[config.mk]
export PLATFORM = sky130hd
export DESIGN_NAME = sbem_top
export DESIGN_NICKNAME = d
export VERILOG_FILES = /design/src/common/sbem_pkg.sv /design/src/design/sbem_top.sv
export SDC_FILE = /design/constraint.sdc
export NUM_CORES = 1
export LEC_CHECK = 0
export BUFFER_PORTS_ARGS = -buffer_cell sky130_fd_sc_hd__buf_4
export CORE_ASPECT_RATIO = 1.75
export CORE_MARGIN = 3
export CORE_UTILIZATION = 45
export CTS_CLUSTER_DIAMETER = 100
export CTS_CLUSTER_SIZE = 30
export DETAILED_ROUTE_END_ITERATION = 16
export PLACE_DENSITY = 0.65
export SLEW_MARGIN = 40
export SYNTH_ARGS = -nofsm -noshare
export SYNTH_HDL_FRONTEND = slang
export SYNTH_SLANG_ARGS = --single-unit
[constraint.sdc]
create_clock -name pclk -period 5.3 [get_ports pclk]
set_clock_uncertainty 0.2 [all_clocks]
set_input_delay 0.53 -clock pclk [delete_from_list [all_inputs] [get_ports pclk]]
set_output_delay 0.53 -clock pclk [all_outputs]
set_load 0.03 [all_outputs]
[src/common/sbem_pkg.sv]
// constants and types for the serial bit mismatch monitor
package sbem_pkg;

   // register indices; byte address is four times the index
   localparam logic [11:0] IDX_CFG      = 12'h00b1;
   localparam logic [11:0] IDX_EXT      = 12'h00b2;
   localparam logic [11:0] ADDR_CFG     = 12'(IDX_CFG * 4);
   localparam logic [11:0] ADDR_EXT     = 12'(IDX_EXT * 4);

   localparam logic [7:0]  CFG_RESET    = 8'h00;
   localparam logic [7:0]  EXT_RESET    = 8'h00;

   // base configuration fields
   localparam int          CFG_EN       = 7;

   // extended configuration fields
   localparam int          EXT_ACTIVE   = 7;
   localparam int          EXT_FLAG     = 6;
   localparam int          EXT_TX_ABORT = 5;
   localparam int          EXT_RX_ABORT = 4;
   localparam int          EXT_LOOPBACK = 3;
   localparam int          EXT_IRQ_EN   = 2;
   localparam int          EXT_FLUSH    = 1;
   localparam int          EXT_TX_POL   = 0;

   // bit timing at 40 MHz
   localparam int          CLK_HZ       = 40_000_000;
   localparam int          BAUD_HZ      = 115_200;
   localparam logic [15:0] BIT_CYC      = 16'(CLK_HZ / BAUD_HZ);
   localparam logic [15:0] BIT_HALF     = 16'(CLK_HZ / BAUD_HZ / 2);
   localparam logic [15:0] CNT_ZERO     = 16'h0000;

   localparam int          DATA_BITS    = 8;
   localparam int          FIFO_DEPTH   = 4;
   localparam logic [2:0]  PTR_ZERO     = 3'h0;
   localparam logic [2:0]  LAST_BIT     = 3'h7;

   typedef enum logic [1:0] {
      SB_IDLE  = 2'b00,
      SB_START = 2'b01,
      SB_DATA  = 2'b10,
      SB_STOP  = 2'b11
   } sbem_state_t;

endpackage : sbem_pkg

[src/design/sbem_top.sv]
// serial port with bit mismatch monitor, loopback and flush controls
`timescale 1ns/100ps
module sbem_top
   import sbem_pkg::*;
(
   input  wire logic        pclk,
   input  wire logic        presetn,
   input  wire logic        psel,
   input  wire logic        penable,
   input  wire logic        pwrite,
   input  wire logic [11:0] paddr,
   input  wire logic [31:0] pwdata,
   output logic      [31:0] prdata,
   output logic             pready,
   output logic             pslverr,
   input  wire logic [7:0]  tx_data,
   input  wire logic        tx_data_valid,
   output logic             tx_data_ready,
   output logic      [7:0]  rx_data,
   output logic             rx_data_valid,
   input  wire logic        rx_data_ready,
   input  wire logic        rxd,
   output logic             txd,
   output logic             mismatch_irq
);

   // bus side
   logic        setup;
   logic        wr;
   logic        hit_cfg;
   logic        hit_ext;
   logic [31:0] prdata_reg;
   logic [31:0] prdata_next;

   // registers
   logic [7:0]  cfg_reg;
   logic [7:0]  cfg_next;
   logic        active_reg;
   logic        active_next;
   logic        flag_reg;
   logic        flag_next;
   logic        txab_reg;
   logic        txab_next;
   logic        rxab_reg;
   logic        rxab_next;
   logic        lbk_reg;
   logic        lbk_next;
   logic        irqen_reg;
   logic        irqen_next;
   logic        pol_reg;
   logic        pol_next;
   logic        flush_reg;
   logic        flush_next;
   logic [7:0]  ext_rd;

   // line side
   logic        rxd_s1;
   logic        rxd_s2;
   logic        rx_in;
   logic        mis_set;
   logic        kill_tx;
   logic        kill_rx;

   // transmit path
   logic [7:0]  tx_mem      [FIFO_DEPTH];
   logic [7:0]  tx_mem_next [FIFO_DEPTH];
   logic [2:0]  tx_wp;
   logic [2:0]  tx_wp_next;
   logic [2:0]  tx_rp;
   logic [2:0]  tx_rp_next;
   logic        tx_full;
   logic        tx_empty;
   logic        tx_push;
   logic        tx_pop;
   sbem_state_t tx_state;
   sbem_state_t tx_state_next;
   logic [15:0] tx_cnt;
   logic [15:0] tx_cnt_next;
   logic [2:0]  tx_idx;
   logic [2:0]  tx_idx_next;
   logic [7:0]  tx_sh;
   logic [7:0]  tx_sh_next;
   logic        tx_bit;
   logic        txd_reg;
   logic        txd_next;

   // receive path
   logic [7:0]  rx_mem      [FIFO_DEPTH];
   logic [7:0]  rx_mem_next [FIFO_DEPTH];
   logic [2:0]  rx_wp;
   logic [2:0]  rx_wp_next;
   logic [2:0]  rx_rp;
   logic [2:0]  rx_rp_next;
   logic        rx_full;
   logic        rx_empty;
   logic        rx_push;
   logic        rx_pop;
   sbem_state_t rx_state;
   sbem_state_t rx_state_next;
   logic [15:0] rx_cnt;
   logic [15:0] rx_cnt_next;
   logic [2:0]  rx_idx;
   logic [2:0]  rx_idx_next;
   logic [7:0]  rx_sh;
   logic [7:0]  rx_sh_next;

   // ---------------- bus slave ----------------
   assign setup   = psel & ~penable;
   assign wr      = psel & penable & pwrite;
   assign hit_cfg = (paddr == ADDR_CFG);
   assign hit_ext = (paddr == ADDR_EXT);
   // zero wait states: read data is captured during the setup cycle
   assign pready  = 1'b1;
   assign pslverr = psel & penable & ~(hit_cfg | hit_ext);
   assign prdata  = prdata_reg;

   always_comb begin
      ext_rd               = 8'h00;
      ext_rd[EXT_ACTIVE]   = active_reg;
      ext_rd[EXT_FLAG]     = flag_reg;
      ext_rd[EXT_TX_ABORT] = txab_reg;
      ext_rd[EXT_RX_ABORT] = rxab_reg;
      ext_rd[EXT_LOOPBACK] = lbk_reg;
      ext_rd[EXT_IRQ_EN]   = irqen_reg;
      ext_rd[EXT_TX_POL]   = pol_reg;
      prdata_next          = prdata_reg;
      if (setup) begin
         if (hit_cfg) begin
            prdata_next = {24'h00_0000, cfg_reg};
         end else if (hit_ext) begin
            prdata_next = {24'h00_0000, ext_rd};
         end else begin
            prdata_next = 32'h0000_0000;
         end
      end
   end

   // ---------------- control registers ----------------
   always_comb begin
      cfg_next    = cfg_reg;
      txab_next   = txab_reg;
      rxab_next   = rxab_reg;
      lbk_next    = lbk_reg;
      irqen_next  = irqen_reg;
      pol_next    = pol_reg;
      flush_next  = 1'b0;
      flag_next   = flag_reg;
      active_next = active_reg;
      if (wr && hit_cfg) begin
         cfg_next = pwdata[7:0];
      end
      if (wr && hit_ext) begin
         txab_next  = pwdata[EXT_TX_ABORT];
         rxab_next  = pwdata[EXT_RX_ABORT];
         lbk_next   = pwdata[EXT_LOOPBACK];
         irqen_next = pwdata[EXT_IRQ_EN];
         pol_next   = pwdata[EXT_TX_POL];
         flush_next = pwdata[EXT_FLUSH];
         // only a written zero clears; hardware never does
         if (!pwdata[EXT_FLAG]) begin
            flag_next = 1'b0;
         end
      end
      // a mismatch in the clearing cycle still lands
      if (mis_set) begin
         flag_next = 1'b1;
      end
      if (rx_state == SB_IDLE && rx_state_next == SB_START) begin
         active_next = 1'b1;
      end else if (rx_state_next == SB_IDLE) begin
         active_next = 1'b0;
      end
   end

   always_ff @(posedge pclk or negedge presetn) begin
      if (!presetn) begin
         prdata_reg <= 32'h0000_0000;
         cfg_reg    <= CFG_RESET;
         active_reg <= EXT_RESET[EXT_ACTIVE];
         flag_reg   <= EXT_RESET[EXT_FLAG];
         txab_reg   <= EXT_RESET[EXT_TX_ABORT];
         rxab_reg   <= EXT_RESET[EXT_RX_ABORT];
         lbk_reg    <= EXT_RESET[EXT_LOOPBACK];
         irqen_reg  <= EXT_RESET[EXT_IRQ_EN];
         pol_reg    <= EXT_RESET[EXT_TX_POL];
         flush_reg  <= EXT_RESET[EXT_FLUSH];
      end else begin
         prdata_reg <= prdata_next;
         cfg_reg    <= cfg_next;
         active_reg <= active_next;
         flag_reg   <= flag_next;
         txab_reg   <= txab_next;
         rxab_reg   <= rxab_next;
         lbk_reg    <= lbk_next;
         irqen_reg  <= irqen_next;
         pol_reg    <= pol_next;
         flush_reg  <= flush_next;
      end
   end

   assign mismatch_irq = flag_reg & irqen_reg;

   // ---------------- line and mismatch ----------------
   assign rx_in   = lbk_reg ? txd_reg : rxd_s2;
   assign txd     = txd_reg;
   // mid bit, same offset the receiver samples at
   assign mis_set = (tx_state != SB_IDLE) && (tx_cnt == BIT_HALF)
                    && (rx_in != txd_reg);
   assign kill_tx = flush_reg | (mis_set & txab_reg);
   assign kill_rx = flush_reg | (mis_set & rxab_reg);

   // ---------------- fifos ----------------
   assign tx_full  = (tx_wp[2] != tx_rp[2]) && (tx_wp[1:0] == tx_rp[1:0]);
   assign tx_empty = (tx_wp == tx_rp);
   assign tx_data_ready = ~tx_full & ~kill_tx;
   assign tx_push  = tx_data_valid & tx_data_ready;
   assign tx_pop   = (tx_state == SB_IDLE) & cfg_reg[CFG_EN] & ~tx_empty
                     & ~kill_tx;
   assign rx_full  = (rx_wp[2] != rx_rp[2]) && (rx_wp[1:0] == rx_rp[1:0]);
   assign rx_empty = (rx_wp == rx_rp);
   assign rx_data_valid = ~rx_empty;
   assign rx_data  = rx_mem[rx_rp[1:0]];
   assign rx_pop   = rx_data_valid & rx_data_ready;

   genvar g;
   generate
      for (g = 0; g < FIFO_DEPTH; g++) begin : g_entry
         assign tx_mem_next[g] = (tx_push && tx_wp[1:0] == 2'(g))
                                 ? tx_data : tx_mem[g];
         assign rx_mem_next[g] = (rx_push && rx_wp[1:0] == 2'(g))
                                 ? rx_sh_next : rx_mem[g];
      end
   endgenerate

   // ---------------- transmitter ----------------
   always_comb begin
      tx_state_next = tx_state;
      tx_cnt_next   = tx_cnt + 16'h0001;
      tx_idx_next   = tx_idx;
      tx_sh_next    = tx_sh;
      tx_wp_next    = tx_push ? tx_wp + 3'h1 : tx_wp;
      tx_rp_next    = tx_pop ? tx_rp + 3'h1 : tx_rp;
      tx_bit        = 1'b1;
      case (tx_state)
         SB_IDLE: begin
            tx_cnt_next = CNT_ZERO;
            if (tx_pop) begin
               tx_sh_next    = tx_mem[tx_rp[1:0]];
               tx_state_next = SB_START;
            end
         end
         SB_START: begin
            tx_bit = 1'b0;
            if (tx_cnt == BIT_CYC - 16'h0001) begin
               tx_cnt_next   = CNT_ZERO;
               tx_idx_next   = PTR_ZERO;
               tx_state_next = SB_DATA;
            end
         end
         SB_DATA: begin
            tx_bit = tx_sh[0];
            if (tx_cnt == BIT_CYC - 16'h0001) begin
               tx_cnt_next = CNT_ZERO;
               tx_sh_next  = {1'b1, tx_sh[7:1]};
               tx_idx_next = tx_idx + 3'h1;
               if (tx_idx == LAST_BIT) begin
                  tx_state_next = SB_STOP;
               end
            end
         end
         SB_STOP: begin
            if (tx_cnt == BIT_CYC - 16'h0001) begin
               tx_state_next = SB_IDLE;
            end
         end
         default: begin
            tx_state_next = SB_IDLE;
         end
      endcase
      // abort or flush wins over any frame in flight
      if (kill_tx) begin
         tx_state_next = SB_IDLE;
         tx_cnt_next   = CNT_ZERO;
         tx_wp_next    = PTR_ZERO;
         tx_rp_next    = PTR_ZERO;
         tx_bit        = 1'b1;
      end
      txd_next = tx_bit ^ pol_reg;
   end

   // ---------------- receiver ----------------
   always_comb begin
      rx_state_next = rx_state;
      rx_cnt_next   = rx_cnt + 16'h0001;
      rx_idx_next   = rx_idx;
      rx_sh_next    = rx_sh;
      rx_push       = 1'b0;
      rx_wp_next    = rx_wp;
      rx_rp_next    = rx_pop ? rx_rp + 3'h1 : rx_rp;
      case (rx_state)
         SB_IDLE: begin
            rx_cnt_next = CNT_ZERO;
            // polarity applies to the line, so idle follows it
            if (cfg_reg[CFG_EN] && (rx_in == pol_reg)) begin
               rx_state_next = SB_START;
            end
         end
         SB_START: begin
            if (rx_cnt == BIT_HALF) begin
               rx_cnt_next = CNT_ZERO;
               rx_idx_next = PTR_ZERO;
               // glitch shorter than half a bit is dropped
               rx_state_next = (rx_in == pol_reg) ? SB_DATA : SB_IDLE;
            end
         end
         SB_DATA: begin
            if (rx_cnt == BIT_CYC - 16'h0001) begin
               rx_cnt_next = CNT_ZERO;
               rx_sh_next  = {rx_in ^ pol_reg, rx_sh[7:1]};
               rx_idx_next = rx_idx + 3'h1;
               if (rx_idx == LAST_BIT) begin
                  rx_state_next = SB_STOP;
               end
            end
         end
         SB_STOP: begin
            if (rx_cnt == BIT_CYC - 16'h0001) begin
               rx_state_next = SB_IDLE;
               // full fifo drops the byte
               rx_push    = ~rx_full;
               rx_wp_next = rx_full ? rx_wp : rx_wp + 3'h1;
            end
         end
         default: begin
            rx_state_next = SB_IDLE;
         end
      endcase
      if (kill_rx) begin
         rx_state_next = SB_IDLE;
         rx_cnt_next   = CNT_ZERO;
         rx_push       = 1'b0;
         rx_wp_next    = PTR_ZERO;
         rx_rp_next    = PTR_ZERO;
      end
   end

   always_ff @(posedge pclk or negedge presetn) begin
      if (!presetn) begin
         rxd_s1   <= 1'b1;
         rxd_s2   <= 1'b1;
         txd_reg  <= 1'b1;
         tx_state <= SB_IDLE;
         tx_cnt   <= CNT_ZERO;
         tx_idx   <= PTR_ZERO;
         tx_sh    <= 8'h00;
         tx_wp    <= PTR_ZERO;
         tx_rp    <= PTR_ZERO;
         tx_mem   <= '{default: 8'h00};
         rx_state <= SB_IDLE;
         rx_cnt   <= CNT_ZERO;
         rx_idx   <= PTR_ZERO;
         rx_sh    <= 8'h00;
         rx_wp    <= PTR_ZERO;
         rx_rp    <= PTR_ZERO;
         rx_mem   <= '{default: 8'h00};
      end else begin
         rxd_s1   <= rxd;
         rxd_s2   <= rxd_s1;
         txd_reg  <= txd_next;
         tx_state <= tx_state_next;
         tx_cnt   <= tx_cnt_next;
         tx_idx   <= tx_idx_next;
         tx_sh    <= tx_sh_next;
         tx_wp    <= tx_wp_next;
         tx_rp    <= tx_rp_next;
         tx_mem   <= tx_mem_next;
         rx_state <= rx_state_next;
         rx_cnt   <= rx_cnt_next;
         rx_idx   <= rx_idx_next;
         rx_sh    <= rx_sh_next;
         rx_wp    <= rx_wp_next;
         rx_rp    <= rx_rp_next;
         rx_mem   <= rx_mem_next;
      end
   end

endmodule : sbem_top

* Yosys cells after proc, flatten, opt, wreduce, memory -nomap -nowiden
Cells that the tools add are included.
Word-level totals: flip-flop bits (word level) 185, bits of input ports 60, output and inout bits 46, word-level logic and storage cells 213
Cells by class: add/sub/neg operators 8, magnitude comparators 2, eq/ne operators 41, mux-type cells 63, bitwise gates (word level) 27, reductions and logical operators 39
Operators by type and width (number):
- 2-to-1 mux 16 bit | 5
- 2-to-1 mux 8 bit | 10
- case mux 16 bit (3 select lines) | 1
- 2-to-1 mux 3 bit | 14
- adder 16 x 1 -> 16 bit, second input constant | 2
- binary-select mux 8 bit (select 2 bit) | 2
- == test 16 x 8 -> 1 bit, second input constant | 2
- == test 16 x 9 -> 1 bit, second input constant | 2
- case mux 16 bit (2 select lines) | 1
- 2-to-1 mux 2 bit | 13
- == test 12 x 10 -> 1 bit, second input constant | 2
- nonzero test 2 bit | 11
- adder 3 x 1 -> 3 bit, second input constant | 6
- == test 2 bit, second input constant | 8
- logical AND 1 bit | 16
- case mux 2 bit (4 select lines) | 2
- case mux 8 bit (2 select lines) | 1
- inequality test 3 bit, second input constant | 5
- bitwise AND 1 bit | 13
- inequality test 2 bit, second input constant | 6
- case mux 3 bit (2 select lines) | 2
- AND reduction 3 bit | 4
- 2-to-1 mux 1 bit | 11
- == test 2 x 1 -> 1 bit, second input constant | 5
- other kinds (16) | 36

* Logic depth before layout (Yosys ltp)
Gate-level depths: netlist (run 1).
word-level depth 10, gate-level depth with buffers 8, depth with buffers taken out 7

* Worst setup path after synthesis (run 1)
Ideal clock, no wire load.
kind register to output, start point register tx_state[0], end point output port tx_data_ready, data arrival time 1.812 ns, data required time 4.570 ns, path slack 2.758 ns, stages on the path, launching flop included 7, buffers on the path 0, cells stage by stage dfrtp_1 inv_1 ha_1 nand4bb_1 nor4_4 a31o_2 a31oi_1
On the way: cells in the longest elaborated chain, start to end 7
RTL lines:
- start, declared | RTL line sbem_top.sv:75 | sbem_state_t tx_state;
- start signal, assigned | RTL line sbem_top.sv:370 | tx_state <= tx_state_next;
- nonzero test 2 bit | RTL line sbem_top.sv:207 | assign mis_set = (tx_state != SB_IDLE) && (tx_cnt == BIT_HALF)
- logical AND 1 bit | RTL line sbem_top.sv:207
- logical AND 1 bit | RTL line sbem_top.sv:208 | && (rx_in != txd_reg);
- bitwise AND 1 bit | RTL line sbem_top.sv:209 | assign kill_tx = flush_reg | (mis_set & txab_reg);
- bitwise OR 1 bit | RTL line sbem_top.sv:209
- inverter 1 bit | RTL line sbem_top.sv:215 | assign tx_data_ready = ~tx_full & ~kill_tx;
- bitwise AND 1 bit | RTL line sbem_top.sv:215
- end, declared | RTL line sbem_top.sv:18 | output logic tx_data_ready,
No other way between the ends.

* Worst setup path in the final report (run 1)
Same ends and word-level chain as after synthesis.

==> results of run 1 <==
cell type report:
| class | count | area share |
|---|---|---|
| Sequential cell | 161 | 0.429 |
| Multi-Input combinational cell | 465 | 0.412 |
| Timing Repair Buffer | 60 | 0.0514 |
| Clock buffer | 18 | 0.0467 |
| Tap cell | 231 | 0.0307 |
| Clock inverter | 14 | 0.0205 |
| Inverter | 25 | 0.00998 |
metrics by stage:
step           hold WS [ns]   util  std cells  power [mW]  setup slack [ns]
4_1_cts               0.113  0.530        973        3.73              1.80
6_report              0.133  0.531        974        3.68              1.87
3_3_place_gp          0.150  0.492        939        2.36              2.12
3_5_place_dp          0.154  0.493        939        2.41              2.05
5_1_grt               0.136  0.531        974        3.88              1.68
2_1_floorplan        0.0344      -        693        2.22              2.76
worst paths after layout:
check,from,endpoint,slack (ns)
max reg2reg,rx_cnt[11],rx_mem[5],2.05
max,tx_state[0],tx_data_ready,1.87
min reg2reg,rxd_s1,rxd_s2,0.17
min,pwdata[1],flush_reg,0.13
max in group asynchronous,presetn,tx_cnt[1],3.59
min in group asynchronous,presetn,rx_idx[0],0.35
power breakdown:
part	switching (mW)	internal, mW	leakage (nW)	total, mW
Clock	0.523	0.771	0.308	1.29
Sequential	0.127	1.43	2.13	1.55
Combinational	0.413	0.421	1.85	0.834
Total	1.06	2.62	4.29	3.68
synthesized netlist by cell type (all sizes together), types with 2 or more instances:
master / instances
dfrtp: 158
a2bb2oi: 2
o31ai: 3
a22oi: 8
a22o: 3
nor4b: 2
conb: 2
nor3: 9
clkbuf: 7
mux2: 94
nand3b: 2
nand2b: 2
xnor2: 28
nand3: 26
nor4bb: 2
nand4: 6
dfstp: 3
o21ai: 21
and3: 8
or2: 2
and4: 3
mux2i: 7
and2: 5
nand2: 45
a21oi: 5
ha: 25
nor2b: 3
a31oi: 4
xor2: 20
nor4: 5
a31o: 3
o211ai: 2
nor2: 60
o211a: 2
mux4: 16
buf: 35
inv: 24
cells by family (layout without fill, tap and decap cells):
group | after synthesis | after routing
compound gates | 59 | 59
xor+xnor | 48 | 48
fa+ha+maj | 25 | 25
buf+inv | 67 | 117
flops | 161 | 161
mux | 117 | 117
other cells | 2 | 25
simple gates | 191 | 191
metal layers:
metal	vias up	global-route usage	part of all wire
met3	34	0.0298	0.023
met4	0	0.0662	0.024
met5	-	0	0
met1	2626	0.180	0.36
li1	2429	-	-
met2	80	0.340	0.59
==> metrics.cfg, run 1 <==
[yosys]
syn_area_um2=8190
ys_top_cells_by_area=dfrtp_1 48%, mux2_2 10%, mux4_2 4.4%
synth_compound_area_frac=0.0532
yosys_most_used_dff=dfrtp_1
netlist.area_leader.share=0.483
ys_ff_latch=161
synthSimpleGateAreaFrac=0.127
ys_types=70
yosysSeqAreaShare=0.493
yosysTopAreaCell=dfrtp_1
synthMuxAreaShare=0.191
synthArstFlopShare=1.00
synth_xor_area_frac=0.0513
synth.avg_cell_area_um2=12.2
netlist_instances=670
synth_top_family_by_area=multiplexers
synth-edff-count=0
synthAdderAreaFrac=0.0382
yosys_warnings=0

[die]
coreArea_um2=17700
die_area_um2=19900
ios=106
start_util=0.463
rows=64
die_w_um=108
die_y_um=184

[grt]
grt_util_all_layers=0.174
grt_overflow=0
grt_pass1_vias=5626
antenna_found_initial=0
grt_pass1_wl_um=27500
grt_max_degree=110

[finish]
layout.nets=815
largest_registers=rx_mem: 32 flops, tx_mem: 32 flops
antenna_cells=0
fill_cells=1471
register_area_um2=4030
multiInputGateArea_um2=3870
final_common_cell=dfrtp_1
final_cell_mix=158 x dfrtp_1, 74 x mux2_2, 57 x nor2_1
postLayoutCellArea_um2=9400
syn_to_final_growth_pct=14.8
drive_above_1_share=0.304

[job]
maxCapViolations=0

[timing]
max_slew_margin=0.424
fin_crit_ns=3.43
finalHoldViolations=0
post-route-period-util=0.648
setup_violations=0
rsz0062_at_grt=no
fmax_mhz=291
fin_tns_setup_ns=0
slew_viol_final=0
tightest_slew_ns=0.856

[worst_setup_path]
reg2regPathDepth=5
slowest_delay_ns=0.60
crit_path_top_delay_cell=nor4_4
cp-end-kind=output port
crit_chain=inv_1 -> ha_1 -> nand4bb_1 -> nor4_4 -> a31o_2 -> a31oi_1 -> buf_4
crit_arrival_ns=2.70
path_class=flop to output port
required_ns=4.57
cp_num_cells=7
crit_fanout=7
crit_family=simple AND/OR/NAND/NOR gates
cp_num_buf_inv=2
critPathLaunchType=flop

[power]
peakVddDrop_mv=0.334
p_per_area_nw_per_um2=391
p_leak_nw=4.29

[routing]
ant_nets=0
drt_iter0_drc=190
firstDrtPassIters=5
avgRoutedWirePerCell_um=16.7
via_count=5169
via_per_inst=5.31
drc_errors=0
wirelength_um=16300

[clock_tree]
clock-sinks=161
tritoncts=built
hold_buffers=2
cts-resized-gates=0
root_buffer=clkbuf_16
htree_levels=4
ctsLongestPathBuffers=2
clock_latency_ns=0.42
numCtsBuffers=17
cts_setup_buffers=0
clk_pin_slew_ns=0.07

[place]
io_buffers=56
hpwl_um=12000
placed_cell_area_um2=8720
gp_congestion=0.792

[worst_hold_path]
hold_depth=2
min_path_type=primary input to flop

[run_status]
status=finished clean

No activity file was read; power rests on OpenSTA's default activity.
==> run 2: changes to the inputs <==
- PLACE_DENSITY: 0.65 -> 0.67
- clock period: 5.3 -> 2.9 ns (I/O delays scaled with it)
==> run 2 against run 1 <==
  * Worst setup slack lost 1.7 ns
  * Final cell count grew 4.2%
  * Sequential cell count is the same
  * Power grew 81%
==> metrics.cfg, run 2 (same netlist as run 1, synthesis figures left out) <==
[power]
peakVddDrop_mv=0.505
p_per_area_nw_per_um2=684
p_leak_nw=4.44

[die]
die_area_um2=19900
coreArea_um2=17700
die_y_um=184
start_util=0.463
ios=106
die_w_um=108
rows=64

[routing]
drt_iter0_drc=230
via_per_inst=5.26
avgRoutedWirePerCell_um=16.7
via_count=5343
wirelength_um=17000
drc_errors=0
ant_nets=0
firstDrtPassIters=4

[clock_tree]
clock-sinks=161
clk_pin_slew_ns=0.06
numCtsBuffers=17
root_buffer=clkbuf_16
clock_latency_ns=0.43
ctsLongestPathBuffers=2
htree_levels=4
tritoncts=built

[worst_setup_path]
crit_arrival_ns=2.27
critPathLaunchType=flop
slowest_delay_ns=0.40
crit_chain=inv_1 -> ha_2 -> nand4bb_4 -> nor4_4 -> buf_4 -> a31o_4 -> a31oi_1 -> buf_4
crit_path_start=tx_state[0]
required_ns=2.41
cp_common_cell=buf_4
path_class=flop to output port
reg2regPathDepth=10
crit_fanout=7
crit-reg2reg-launch=tx_state[0]
rr_endpoint=tx_mem[20]
crit_path_top_delay_cell=dfrtp_1
cp-end-kind=output port
rrSetupSlack_ns=0.18

[finish]
final_common_cell=dfrtp_1
layout.nets=856
syn_to_final_growth_pct=18.9
drive_above_1_share=0.321
antenna_cells=0
largest_registers=rx_mem: 32 flops, tx_mem: 32 flops
postLayoutCellArea_um2=9730
final_cell_mix=157 x dfrtp_1, 77 x buf_4, 74 x mux2_2

[worst_hold_path]
hold_depth=4
min_path_type=primary input to flop
min_from=pwrite
hold_end=flag_reg

[grt]
grt_max_degree=72
grt_overflow=0
antenna_found_initial=0
grt_pass1_vias=5823
grt_util_all_layers=0.181
grt_pass1_wl_um=28300

[timing]
fmax_mhz=362
finalHoldViolations=0
post-route-period-util=0.953
setup_violations=0
fin_crit_ns=2.76
tightest_slew_ns=0.667
holdWs_ns=0.0492
max_slew_margin=0.555
slew_viol_final=0
fin_tns_setup_ns=0
rsz0062_at_grt=no

[run_status]
status=finished clean

[place]
gp_congestion=0.786
io_buffers=56
hpwl_um=12500
placed_cell_area_um2=8920

[job]
maxCapViolations=0

[run 2: cell type report]
type	count	area, um2
fill	1476	7960
sequential	161	4030
multi-input combinational	465	3890
timing repair buffer	101	860
clock buffer	19	443
tap	231	289
clock inverter	13	126
inverter	25	93.8
[run 2: per-stage QoR]
step,util,power [mW],setup WS [ns],cells
5_1_grt,0.550,7.03,0.0261,1015
6_report,0.550,6.66,0.135,1015
3_5_place_dp,0.504,4.52,0.135,961
3_3_place_gp,0.504,4.42,0.232,961
2_1_floorplan,-,4.06,0.385,693
4_1_cts,0.548,6.72,0.0337,1013
[run 2: worst max path at each step]
stage                               end  depth (start not counted)
after floorplan               rx_mem[0]                          8
after global placement        rx_mem[3]                          8
after detailed placement      rx_mem[5]                          8
after CTS                 tx_data_ready                          8
after global routing      tx_data_ready                          8
final                     tx_data_ready                          8
[run 2: power breakdown]
| part | switching [mW] | internal, mW | leakage (nW) |
|---|---|---|---|
| clock | 0.917 | 1.22 | 0.267 |
| sequential | 0.237 | 2.61 | 2.13 |
| combinational | 0.799 | 0.877 | 2.04 |
[run 2: worst max-delay path, delay by kind of cell, from the launching register on]
family	cells	cell delay, ns
compound gates	2	0.26
flops	1	0.40
fa+ha+maj	1	0.24
buf+inv	3	0.48
simple gates	2	0.48
[run 2: metal layers]
metal	track usage	up-vias	share of wire
met2	0.360	82	0.60
met4	0.0662	0	0.017
met3	0.0361	18	0.022
met1	0.180	2733	0.36
met5	0	-	0
li1	-	2510	-
[run 2: repair_timing]
item / 4_1_cts / 5_1_grt
pin swaps: 1 / 1
gates resized for setup: 1 / 3
hold buffers: 19 / 0
buffers inserted: 1 / 2
hold endpoints to repair: 117 / 0
endpoints found under the setup margin: 1 / 1
